$ cat src/core/rst_cause_pkg.sv
// Purpose: Shared constants of the reset-source and cause-flag logic
// Assumes: 32-bit APB register words, byte addresses below
// Notes: Tick counts are in low-speed oscillator ticks
package rst_cause_pkg;
	// ****************************************************************
	// Register map
	// ****************************************************************
	localparam logic [7:0] ADDR_SEL = 8'h00;
	localparam logic [7:0] ADDR_FLAGS = 8'h04;
	localparam logic [7:0] ADDR_WDOG = 8'h08;
	localparam logic [7:0] ADDR_STAT = 8'h0C;
	localparam logic [7:0] ADDR_IRQ_STAT = 8'h10;
	localparam logic [7:0] ADDR_IRQ_MASK = 8'h14;
	// ****************************************************************
	// Codes and reset values
	// ****************************************************************
	localparam logic [7:0] SEL_CODE_21V = 8'h5A;
	localparam logic [7:0] SEL_CODE_OFF = 8'hA5;
	localparam logic [7:0] SEL_RESET = 8'h5A;
	localparam logic [4:0] WDOG_CODE_OFF = 5'h15;
	localparam logic [4:0] WDOG_CODE_ON = 5'h0A;
	localparam logic [7:0] WDOG_RESET = 8'h53;
	localparam int WDOG_CODE_LSB = 3;
	localparam logic [2:0] FLAGS_RESET = 3'h0;
	// ****************************************************************
	// Field positions
	// ****************************************************************
	localparam int FLAG_W = 3;
	localparam int FLAG_WDOG = 0;
	localparam int FLAG_SEL = 1;
	localparam int FLAG_LV = 2;
	localparam int STAT_TO = 0;
	localparam int STAT_PDF = 1;
	localparam int STAT_BUSY = 2;
	localparam int IRQ_W = 5;
	localparam int EV_LV = 0;
	localparam int EV_SEL = 1;
	localparam int EV_WDOG = 2;
	localparam int EV_TO_RUN = 3;
	localparam int EV_TO_SLEEP = 4;
	// ****************************************************************
	// Power modes
	// ****************************************************************
	localparam logic [1:0] MODE_FAST = 2'h0;
	localparam logic [1:0] MODE_SLOW = 2'h1;
	localparam logic [1:0] MODE_IDLE = 2'h2;
	localparam logic [1:0] MODE_SLEEP = 2'h3;
	// ****************************************************************
	// Timing
	// ****************************************************************
	localparam int SW_RESET_TICKS = 8;
	localparam int LV_PERSIST_TICKS = 4;
	localparam int RST_HOLD_CYCLES = 4;
endpackage

$ cat src/core/irq_status.sv
// Purpose: Sticky event status, mask and one level interrupt
// Assumes: Write strobes are one-cycle pulses
// Notes: A set in the clearing cycle wins
`timescale 1ns/1ps
module irq_status
#(
	parameter int W = 5
)
(
	// Clock and reset
	input wire logic clk,
	input wire logic rst_b,
	input wire logic clkEn,
	// Events and software access
	input wire logic [W-1:0] events,
	input wire logic clrWr,
	input wire logic maskWr,
	input wire logic [W-1:0] wrData,
	output logic [W-1:0] status,
	output logic [W-1:0] mask,
	output logic irq
);
	always_ff @(posedge clk)
	begin
		if (!rst_b)
			status <= '0;
		else if (clkEn)
			status <= events | (status & ~(clrWr ? wrData : '0));
	end

	always_ff @(posedge clk)
	begin
		if (!rst_b)
			mask <= '0;
		else if (clkEn && maskWr)
			mask <= wrData;
	end

	always_ff @(posedge clk)
	begin
		if (!rst_b)
			irq <= 1'b0;
		else if (clkEn)
			irq <= |(status & mask);
	end
endmodule

$ cat src/core/persist_counter.sv
// Purpose: Counts low-speed ticks while a condition stands
// Assumes: tick is a one-cycle pulse in the clk domain
// Notes: done pulses once per episode of the condition
`timescale 1ns/1ps
module persist_counter
	import rst_cause_pkg::*;
#(
	parameter int LIMIT = 4
)
(
	// Clock and reset
	input wire logic clk,
	input wire logic rst_b,
	input wire logic clkEn,
	// Condition
	input wire logic tick,
	input wire logic active,
	output logic done
);
	localparam int CW = $clog2(LIMIT + 1);
	localparam logic [CW-1:0] LIM = CW'(LIMIT);
	logic [CW-1:0] cnt_r;
	logic fired_r;

	always_ff @(posedge clk)
	begin
		if (!rst_b)
			cnt_r <= '0;
		else if (clkEn)
		begin
			if (!active)
				cnt_r <= '0;
			else if (tick && cnt_r != LIM)
				cnt_r <= cnt_r + CW'(1);
		end
	end

	always_ff @(posedge clk)
	begin
		if (!rst_b)
			fired_r <= 1'b0;
		else if (clkEn)
			fired_r <= active && (fired_r || cnt_r == LIM);
	end

	always_ff @(posedge clk)
	begin
		if (!rst_b)
			done <= 1'b0;
		else if (clkEn)
			done <= active && cnt_r == LIM && !fired_r;
	end
endmodule

$ cat src/core/reset_source_and_flag_control.sv
// Purpose: Reset sources, cause flags and time-out/power-down status
// Assumes: All inputs synchronous to clk; lircTick from the slow clock
// Notes: APB slave with one wait state
// How it works
// - Code 5A selects 2.1V, A5 disables detection
// - Undefined select code resets after delay
// - Select corruption reset restores code 5A
// - Persistent low voltage resets, select kept
// - Flag bits 7 to 3 read zero
// - Low-voltage flag sticky, software clears
// - Select-corrupt flag set while code undefined
// - Running time-out resets select and watchdog codes, sets time-out
// - Sleeping time-out clears only PC and SP
// - Time-out/power-down flags per reset type
// - Power-on initialises interrupts, watchdog, pins
// - Watchdog code corruption flag sticky
// - Low-voltage detection off in idle/sleep
// - Watchdog code: off, on, else reset
//
// Chosen here: the APB slave port and the register addresses.
`timescale 1ns/1ps
module reset_source_and_flag_control
	import rst_cause_pkg::*;
#(
	parameter int SW_TICKS = SW_RESET_TICKS,
	parameter int LV_TICKS = LV_PERSIST_TICKS,
	parameter int HOLD_CYCLES = RST_HOLD_CYCLES
)
(
	// Clock and reset
	input wire logic clk,
	input wire logic rst_b,
	input wire logic clkEn,
	// APB slave
	input wire logic [7:0] paddr,
	input wire logic psel,
	input wire logic penable,
	input wire logic pwrite,
	input wire logic [31:0] pwdata,
	output logic [31:0] prdata,
	output logic pready,
	output logic pslverr,
	// Reset sources
	input wire logic lircTick,
	input wire logic lowVoltage,
	input wire logic wdogTimeout,
	input wire logic [1:0] powerMode,
	input wire logic haltEntry,
	input wire logic clrWdtInsn,
	// Reset and control outputs
	output logic coreResetReq,
	output logic wdogRestart,
	output logic pcSpClear,
	output logic lvDetectEnable,
	output logic wdogEnable,
	output logic [2:0] wdogPeriodSel,
	output logic timeoutStatusFlag,
	output logic powerdownStatusFlag,
	output logic irq
);
	// ****************************************************************
	// Declarations
	// ****************************************************************
	typedef enum logic [0:0] {ST_RUN, ST_HOLD} state_e;
	localparam int HW = $clog2(HOLD_CYCLES + 1);
	localparam logic [HW-1:0] HOLD_LAST = HW'(HOLD_CYCLES - 1);

	state_e state_r;
	state_e state_nxt;
	logic [HW-1:0] holdCnt_r;
	logic [7:0] selCode_r;
	logic [7:0] wdogCtrl_r;
	logic [FLAG_W-1:0] flags_r;
	logic [FLAG_W-1:0] flags_nxt;
	logic [FLAG_W-1:0] flagSet;
	logic [IRQ_W-1:0] irqEvents;
	logic [IRQ_W-1:0] irqStat;
	logic [IRQ_W-1:0] irqMask;
	logic [31:0] rdData;
	logic sleepy;
	logic running;
	logic selCorrupt;
	logic wdogCorrupt;
	logic lvActive;
	logic lvDone;
	logic selDone;
	logic wdDone;
	logic toRun;
	logic toSleep;
	logic fullReq;
	logic access;
	logic wrEn;
	logic mapped;
	logic [4:0] wdogCode;

	// ****************************************************************
	// Source qualification
	// ****************************************************************
	assign sleepy = powerMode == MODE_IDLE || powerMode == MODE_SLEEP;
	assign running = state_r == ST_RUN;
	assign wdogCode = wdogCtrl_r[WDOG_CODE_LSB +: 5];
	assign selCorrupt = selCode_r != SEL_CODE_21V
		&& selCode_r != SEL_CODE_OFF;
	assign wdogCorrupt = wdogCode != WDOG_CODE_ON
		&& wdogCode != WDOG_CODE_OFF;
	assign lvActive = lowVoltage && selCode_r == SEL_CODE_21V
		&& !sleepy && running;
	assign toRun = wdogTimeout && !sleepy && running;
	assign toSleep = wdogTimeout && sleepy && running;
	assign fullReq = lvDone || selDone || wdDone || toRun;

	// ****************************************************************
	// Delay counters on the slow oscillator
	// ****************************************************************
	persist_counter #(
		.LIMIT(LV_TICKS + 1)
	) lvQual (
		.clk(clk),
		.rst_b(rst_b),
		.clkEn(clkEn),
		.tick(lircTick),
		.active(lvActive),
		.done(lvDone)
	);

	persist_counter #(
		.LIMIT(SW_TICKS)
	) selDelay (
		.clk(clk),
		.rst_b(rst_b),
		.clkEn(clkEn),
		.tick(lircTick),
		.active(selCorrupt && running),
		.done(selDone)
	);

	persist_counter #(
		.LIMIT(SW_TICKS)
	) wdDelay (
		.clk(clk),
		.rst_b(rst_b),
		.clkEn(clkEn),
		.tick(lircTick),
		.active(wdogCorrupt && running),
		.done(wdDone)
	);

	// ****************************************************************
	// Reset sequencer
	// ****************************************************************
	always_comb
	begin
		state_nxt = state_r;
		case (state_r)
			ST_RUN:
			begin
				if (fullReq)
					state_nxt = ST_HOLD;
			end
			ST_HOLD:
			begin
				if (holdCnt_r == HOLD_LAST)
					state_nxt = ST_RUN;
			end
			default:
				state_nxt = ST_HOLD;
		endcase
	end

	always_ff @(posedge clk)
	begin
		if (!rst_b)
			state_r <= ST_HOLD;
		else if (clkEn)
			state_r <= state_nxt;
	end

	always_ff @(posedge clk)
	begin
		if (!rst_b)
			holdCnt_r <= '0;
		else if (clkEn)
		begin
			if (state_r == ST_HOLD)
				holdCnt_r <= holdCnt_r + HW'(1);
			else
				holdCnt_r <= '0;
		end
	end

	always_ff @(posedge clk)
	begin
		if (!rst_b)
			coreResetReq <= 1'b1;
		else if (clkEn)
			coreResetReq <= state_nxt == ST_HOLD;
	end

	always_ff @(posedge clk)
	begin
		if (!rst_b)
			wdogRestart <= 1'b0;
		else if (clkEn)
			wdogRestart <= state_r == ST_HOLD
				&& state_nxt == ST_RUN;
	end

	always_ff @(posedge clk)
	begin
		if (!rst_b)
			pcSpClear <= 1'b0;
		else if (clkEn)
			pcSpClear <= toSleep;
	end

	// ****************************************************************
	// APB access
	// ****************************************************************
	assign access = psel && penable;
	assign wrEn = access && pwrite && pready;
	assign mapped = paddr == ADDR_SEL || paddr == ADDR_FLAGS
		|| paddr == ADDR_WDOG || paddr == ADDR_STAT
		|| paddr == ADDR_IRQ_STAT || paddr == ADDR_IRQ_MASK;

	always_comb
	begin
		rdData = '0;
		case (paddr)
			ADDR_SEL:
				rdData[7:0] = selCode_r;
			ADDR_FLAGS:
				rdData[FLAG_W-1:0] = flags_r;
			ADDR_WDOG:
				rdData[7:0] = wdogCtrl_r;
			ADDR_STAT:
			begin
				rdData[STAT_TO] = timeoutStatusFlag;
				rdData[STAT_PDF] = powerdownStatusFlag;
				rdData[STAT_BUSY] = coreResetReq;
			end
			ADDR_IRQ_STAT:
				rdData[IRQ_W-1:0] = irqStat;
			ADDR_IRQ_MASK:
				rdData[IRQ_W-1:0] = irqMask;
			default:
				rdData = '0;
		endcase
	end

	always_ff @(posedge clk)
	begin
		if (!rst_b)
			pready <= 1'b0;
		else if (clkEn)
			pready <= access && !pready;
	end

	always_ff @(posedge clk)
	begin
		if (!rst_b)
		begin
			prdata <= '0;
			pslverr <= 1'b0;
		end
		else if (clkEn)
		begin
			prdata <= (access && !pready && !pwrite) ? rdData : '0;
			pslverr <= access && !pready && !mapped;
		end
	end

	// ****************************************************************
	// Threshold select and watchdog control registers
	// ****************************************************************
	always_ff @(posedge clk)
	begin
		if (!rst_b)
			selCode_r <= SEL_RESET;
		else if (clkEn)
		begin
			if (selDone || toRun)
				selCode_r <= SEL_RESET;
			else if (lvDone)
				selCode_r <= selCode_r;
			else if (wrEn && paddr == ADDR_SEL)
				selCode_r <= pwdata[7:0];
		end
	end

	always_ff @(posedge clk)
	begin
		if (!rst_b)
			wdogCtrl_r <= WDOG_RESET;
		else if (clkEn)
		begin
			if (wdDone || toRun)
				wdogCtrl_r <= WDOG_RESET;
			else if (wrEn && paddr == ADDR_WDOG)
				wdogCtrl_r <= pwdata[7:0];
		end
	end

	always_ff @(posedge clk)
	begin
		if (!rst_b)
		begin
			lvDetectEnable <= 1'b0;
			wdogEnable <= 1'b0;
			wdogPeriodSel <= '0;
		end
		else if (clkEn)
		begin
			lvDetectEnable <= selCode_r == SEL_CODE_21V && !sleepy;
			wdogEnable <= wdogCode == WDOG_CODE_ON;
			wdogPeriodSel <= wdogCtrl_r[2:0];
		end
	end

	// ****************************************************************
	// Reset cause flags
	// ****************************************************************
	always_comb
	begin
		flagSet = '0;
		flagSet[FLAG_LV] = lvDone;
		flagSet[FLAG_SEL] = selCorrupt;
		flagSet[FLAG_WDOG] = wdDone;
		flags_nxt = flags_r;
		if (wrEn && paddr == ADDR_FLAGS)
			flags_nxt = flags_r & pwdata[FLAG_W-1:0];
		flags_nxt = flags_nxt | flagSet;
	end

	always_ff @(posedge clk)
	begin
		if (!rst_b)
			flags_r <= FLAGS_RESET;
		else if (clkEn)
			flags_r <= flags_nxt;
	end

	// ****************************************************************
	// Time-out and power-down status
	// ****************************************************************
	always_ff @(posedge clk)
	begin
		if (!rst_b)
		begin
			timeoutStatusFlag <= 1'b0;
			powerdownStatusFlag <= 1'b0;
		end
		else if (clkEn)
		begin
			if (toSleep)
			begin
				timeoutStatusFlag <= 1'b1;
				powerdownStatusFlag <= 1'b1;
			end
			else if (toRun)
				timeoutStatusFlag <= 1'b1;
			else if (fullReq)
				timeoutStatusFlag <= timeoutStatusFlag;
			else if (clrWdtInsn)
			begin
				timeoutStatusFlag <= 1'b0;
				powerdownStatusFlag <= 1'b0;
			end
			else if (haltEntry)
			begin
				timeoutStatusFlag <= 1'b0;
				powerdownStatusFlag <= 1'b1;
			end
		end
	end

	// ****************************************************************
	// Interrupts
	// ****************************************************************
	always_comb
	begin
		irqEvents = '0;
		irqEvents[EV_LV] = lvDone;
		irqEvents[EV_SEL] = selDone;
		irqEvents[EV_WDOG] = wdDone;
		irqEvents[EV_TO_RUN] = toRun;
		irqEvents[EV_TO_SLEEP] = toSleep;
	end

	irq_status #(
		.W(IRQ_W)
	) irqRegs (
		.clk(clk),
		.rst_b(rst_b),
		.clkEn(clkEn),
		.events(irqEvents),
		.clrWr(wrEn && paddr == ADDR_IRQ_STAT),
		.maskWr(wrEn && paddr == ADDR_IRQ_MASK),
		.wrData(pwdata[IRQ_W-1:0]),
		.status(irqStat),
		.mask(irqMask),
		.irq(irq)
	);
endmodule

$ cat config.mk
export PLATFORM = sky130hd
export DESIGN_NAME = reset_source_and_flag_control
export DESIGN_NICKNAME = d
export VERILOG_FILES = /design/src/core/rst_cause_pkg.sv /design/src/core/irq_status.sv /design/src/core/persist_counter.sv /design/src/core/reset_source_and_flag_control.sv
export SDC_FILE = /design/constraint.sdc
export NUM_CORES = 1
export LEC_CHECK = 0
export BUFFER_PORTS_ARGS = -buffer_cell sky130_fd_sc_hd__buf_2
export CORE_ASPECT_RATIO = 0.6
export CORE_MARGIN = 2
export CORE_UTILIZATION = 35
export DETAILED_ROUTE_END_ITERATION = 8
export PLACE_DENSITY = 0.69
export SETUP_SLACK_MARGIN = 0.02
export SKIP_CTS_REPAIR_TIMING = 1
export SYNTH_ARGS = -nofsm -noshare
export SYNTH_HDL_FRONTEND = slang
export SYNTH_HIERARCHICAL = 1
export SYNTH_SLANG_ARGS = --single-unit
$ cat constraint.sdc
create_clock -name clk -period 1.9 [get_ports clk]
set_input_delay 0.19 -clock clk [delete_from_list [all_inputs] [get_ports clk]]
set_output_delay 0.19 -clock clk [all_outputs]
set_load 0.02 [all_outputs]
==> out/summary.txt <==
Status: finished clean
Post-DP HPWL: 8149 µm
Root buffer cell: clkbuf_16
EDFF count, synth: 0
Routed WL: 11030 µm
Most used DFF post-synth: dfxtp_1
Clock-pin slew of the registers on the worst-case setup and hold paths: 0.05 ns
Min Clock Period, post-route: 1.883 ns
Antenna fix cells: 0
Final hold slack: 0.07480 ns
DRT Pass-1 Iters: 5
Post-synthesis sequential area ratio: 37.97%
Cells after synthesis: 423
Yosys top cell by area: dfxtp_1
Rows: 28
WL per Instance: 17.07 µm
Max-slew violations: 0
CP required: 2.17 ns
Synthesized flop and latch total: 70
Total track usage: 19.82%
Syn Area/Cell: 8.726 µm²
CTS tree: done
Synth unique cells: 62
Place WS: -0.05851 ns
Layout Utilization: 45.87%
Share of cells above drive strength 1: 28.18%
# setup viols final: 0
Vias in the first global route: 3305
Maximum clock frequency: 531.0 MHz
Routed Antenna Nets: 0
Least-Margin Pin Slew: 0.5873 ns
Worst skew pair latency: 0.34 ns
CTS sink count: 70
Die area: 0.01141 mm²
RSZ-0062 raised after global routing: true
Critical setup path kind: flop to flop
Worst hold path class: input port to flop
I/O pins: 98
Ys async rst share: 0%
Starting DRT DRC Count: 286
GRT overflow: 0
Worst Path Max Fanout: 4
IO buf count: 48
Setup tns final: 0 ns
Top-area cell type share of the netlist area: 37.97%
VDD IR max: 491.6 µV
Worst setup margin: 0.01692 ns
Ranking of synthesized cells by area: dfxtp_1 (38%), buf_4 (5.1%), nand2_1 (4.6%)
Largest net degree at the start of global routing: 41
Arr. time, crit path: 2.15 ns
Final Skew: 0.003623 ns
Gpl congestion: 0.9250
Fin. Hold Viols: 0
Area growth syn-to-layout: 24.95%
Lkg Pwr: 1.846 nW
H-Tree Level Count: 3
Worst slew margin: 60.64%
Max-cap viol count: 0
Setup crit end kind: flop
Initial antenna violation count: 0
Via/cell ratio: 5.514
DRC violations left: 0
Die H: 83.55 µm
Non-Filler Instances: 646
Fin crit share: 99.11%
Initial core utilization: 36.71%
Synth warnings: 6
Detailed-route via count: 3562
First-pass GRT wire length: 17170 µm
CP startpoint kind: flop
Nets: 568
Die W: 136.6 µm
CTS Buffer Depth: 2
Mapped Area: 0.003691 mm²
Core Area: 0.01005 mm²
Placed Cells incl. Taps: 627
Num CTS Buffers: 9
PwrDens: 750.5 mW/mm²
-- final cells by class --
class / count / area [µm²]
well taps: 135 / 168.9
clock buffers: 14 / 254.0
multi-input cells: 320 / 2130
flip-flops and latches: 70 / 1406
clock inverters: 1 / 30.03
inverters: 14 / 52.55
repair buffers: 92 / 570.5
fillers: 983 / 5443
-- worst max-delay path: stages, from the launching register on --
cell	delay [ns]
dfxtp_2	0.33
nor4bb_4	0.29
nand4_1	0.19
nor4b_2	0.24
buf_4	0.16
or4b_1	0.45
a21boi_1	0.14
-- layer usage --
metal  global-route usage [%]  vias to the layer above  wire [µm]
met1                    28.19                     1701       5057
met2                    27.27                      174       4597
met4                    4.167                        0         76
li1                         -                     1675          -
met3                    8.804                       12       1298
met5                        0                        -          0
-- registers in the layout, summed over array words and instances, names as in the netlist, 3 cells and up --
| signal | cells |
|---|---|
| flags_r | 3 |
| holdCnt_r | 3 |
| irqRegs/mask | 5 |
| irqRegs/status | 5 |
| lvQual/cnt_r | 3 |
| prdata | 8 |
| selCode_r | 8 |
| selDelay/cnt_r | 4 |
| wdDelay/cnt_r | 4 |
| wdogCtrl_r | 8 |
| wdogPeriodSel | 3 |
-- cells in the final DEF, fill, tap and decap left out, types with 9 or more instances in the layout --
cell	instances
dfxtp_1	66
buf_2	48
nand2_1	44
buf_4	44
nor2_1	27
nand3_1	24
conb_1	24
a21oi_1	20
nand4_1	12
mux2i_1	12
o21ai_1	11
nor2b_1	10
inv_1	10
nor3_1	10
clkbuf_16	9
-- path summary, 6_finish.rpt --
kind           startpoint                  end  slack, ns  cells past startpoint
max          selCode_r[5]      lvQual/cnt_r[0]       0.02                      6
min            clrWdtInsn  powerdownStatusFlag       0.07                      2
max reg2reg  selCode_r[5]      lvQual/cnt_r[0]       0.02                      6
min reg2reg     prdata[7]            prdata[7]       0.45                      2
-- through the flow --
step,power (mW),area (µm²)
after detailed placement,1.829,4220
final,3.461,4612
after CTS,3.486,4504
after global routing,3.576,4612
after global placement,1.822,4220
after floorplan,1.743,3784
-- Yosys cell counts, drive strengths merged, types with 8 or more instances --
library cell / n
dfxtp: 70
nand2: 47
buf: 32
nor2: 28
nand3: 24
a21oi: 21
o21ai: 19
inv: 13
nor3: 13
mux2i: 12
nand4: 12
a21boi: 10
clkbuf: 10
nor2b: 10
nor4: 9
ha: 8
-- where the power goes --
group | switching, mW | internal (mW)
Sequential | 0.00987 | 1.48
Combinational | 0.222 | 0.0953
Clock | 0.605 | 1.05
Total | 0.837 | 2.62
-- kinds of logic after synthesis --
family          count (synthesis)  synth area share, %
fa+ha+maj                       8                2.712
buf+inv                        56                8.814
flops                          70                37.97
other cells                     1               0.1016
compound gates                 87                16.20
mux                            15                5.085
simple gates                  186                29.12
Power figures use the tool's default switching activity.
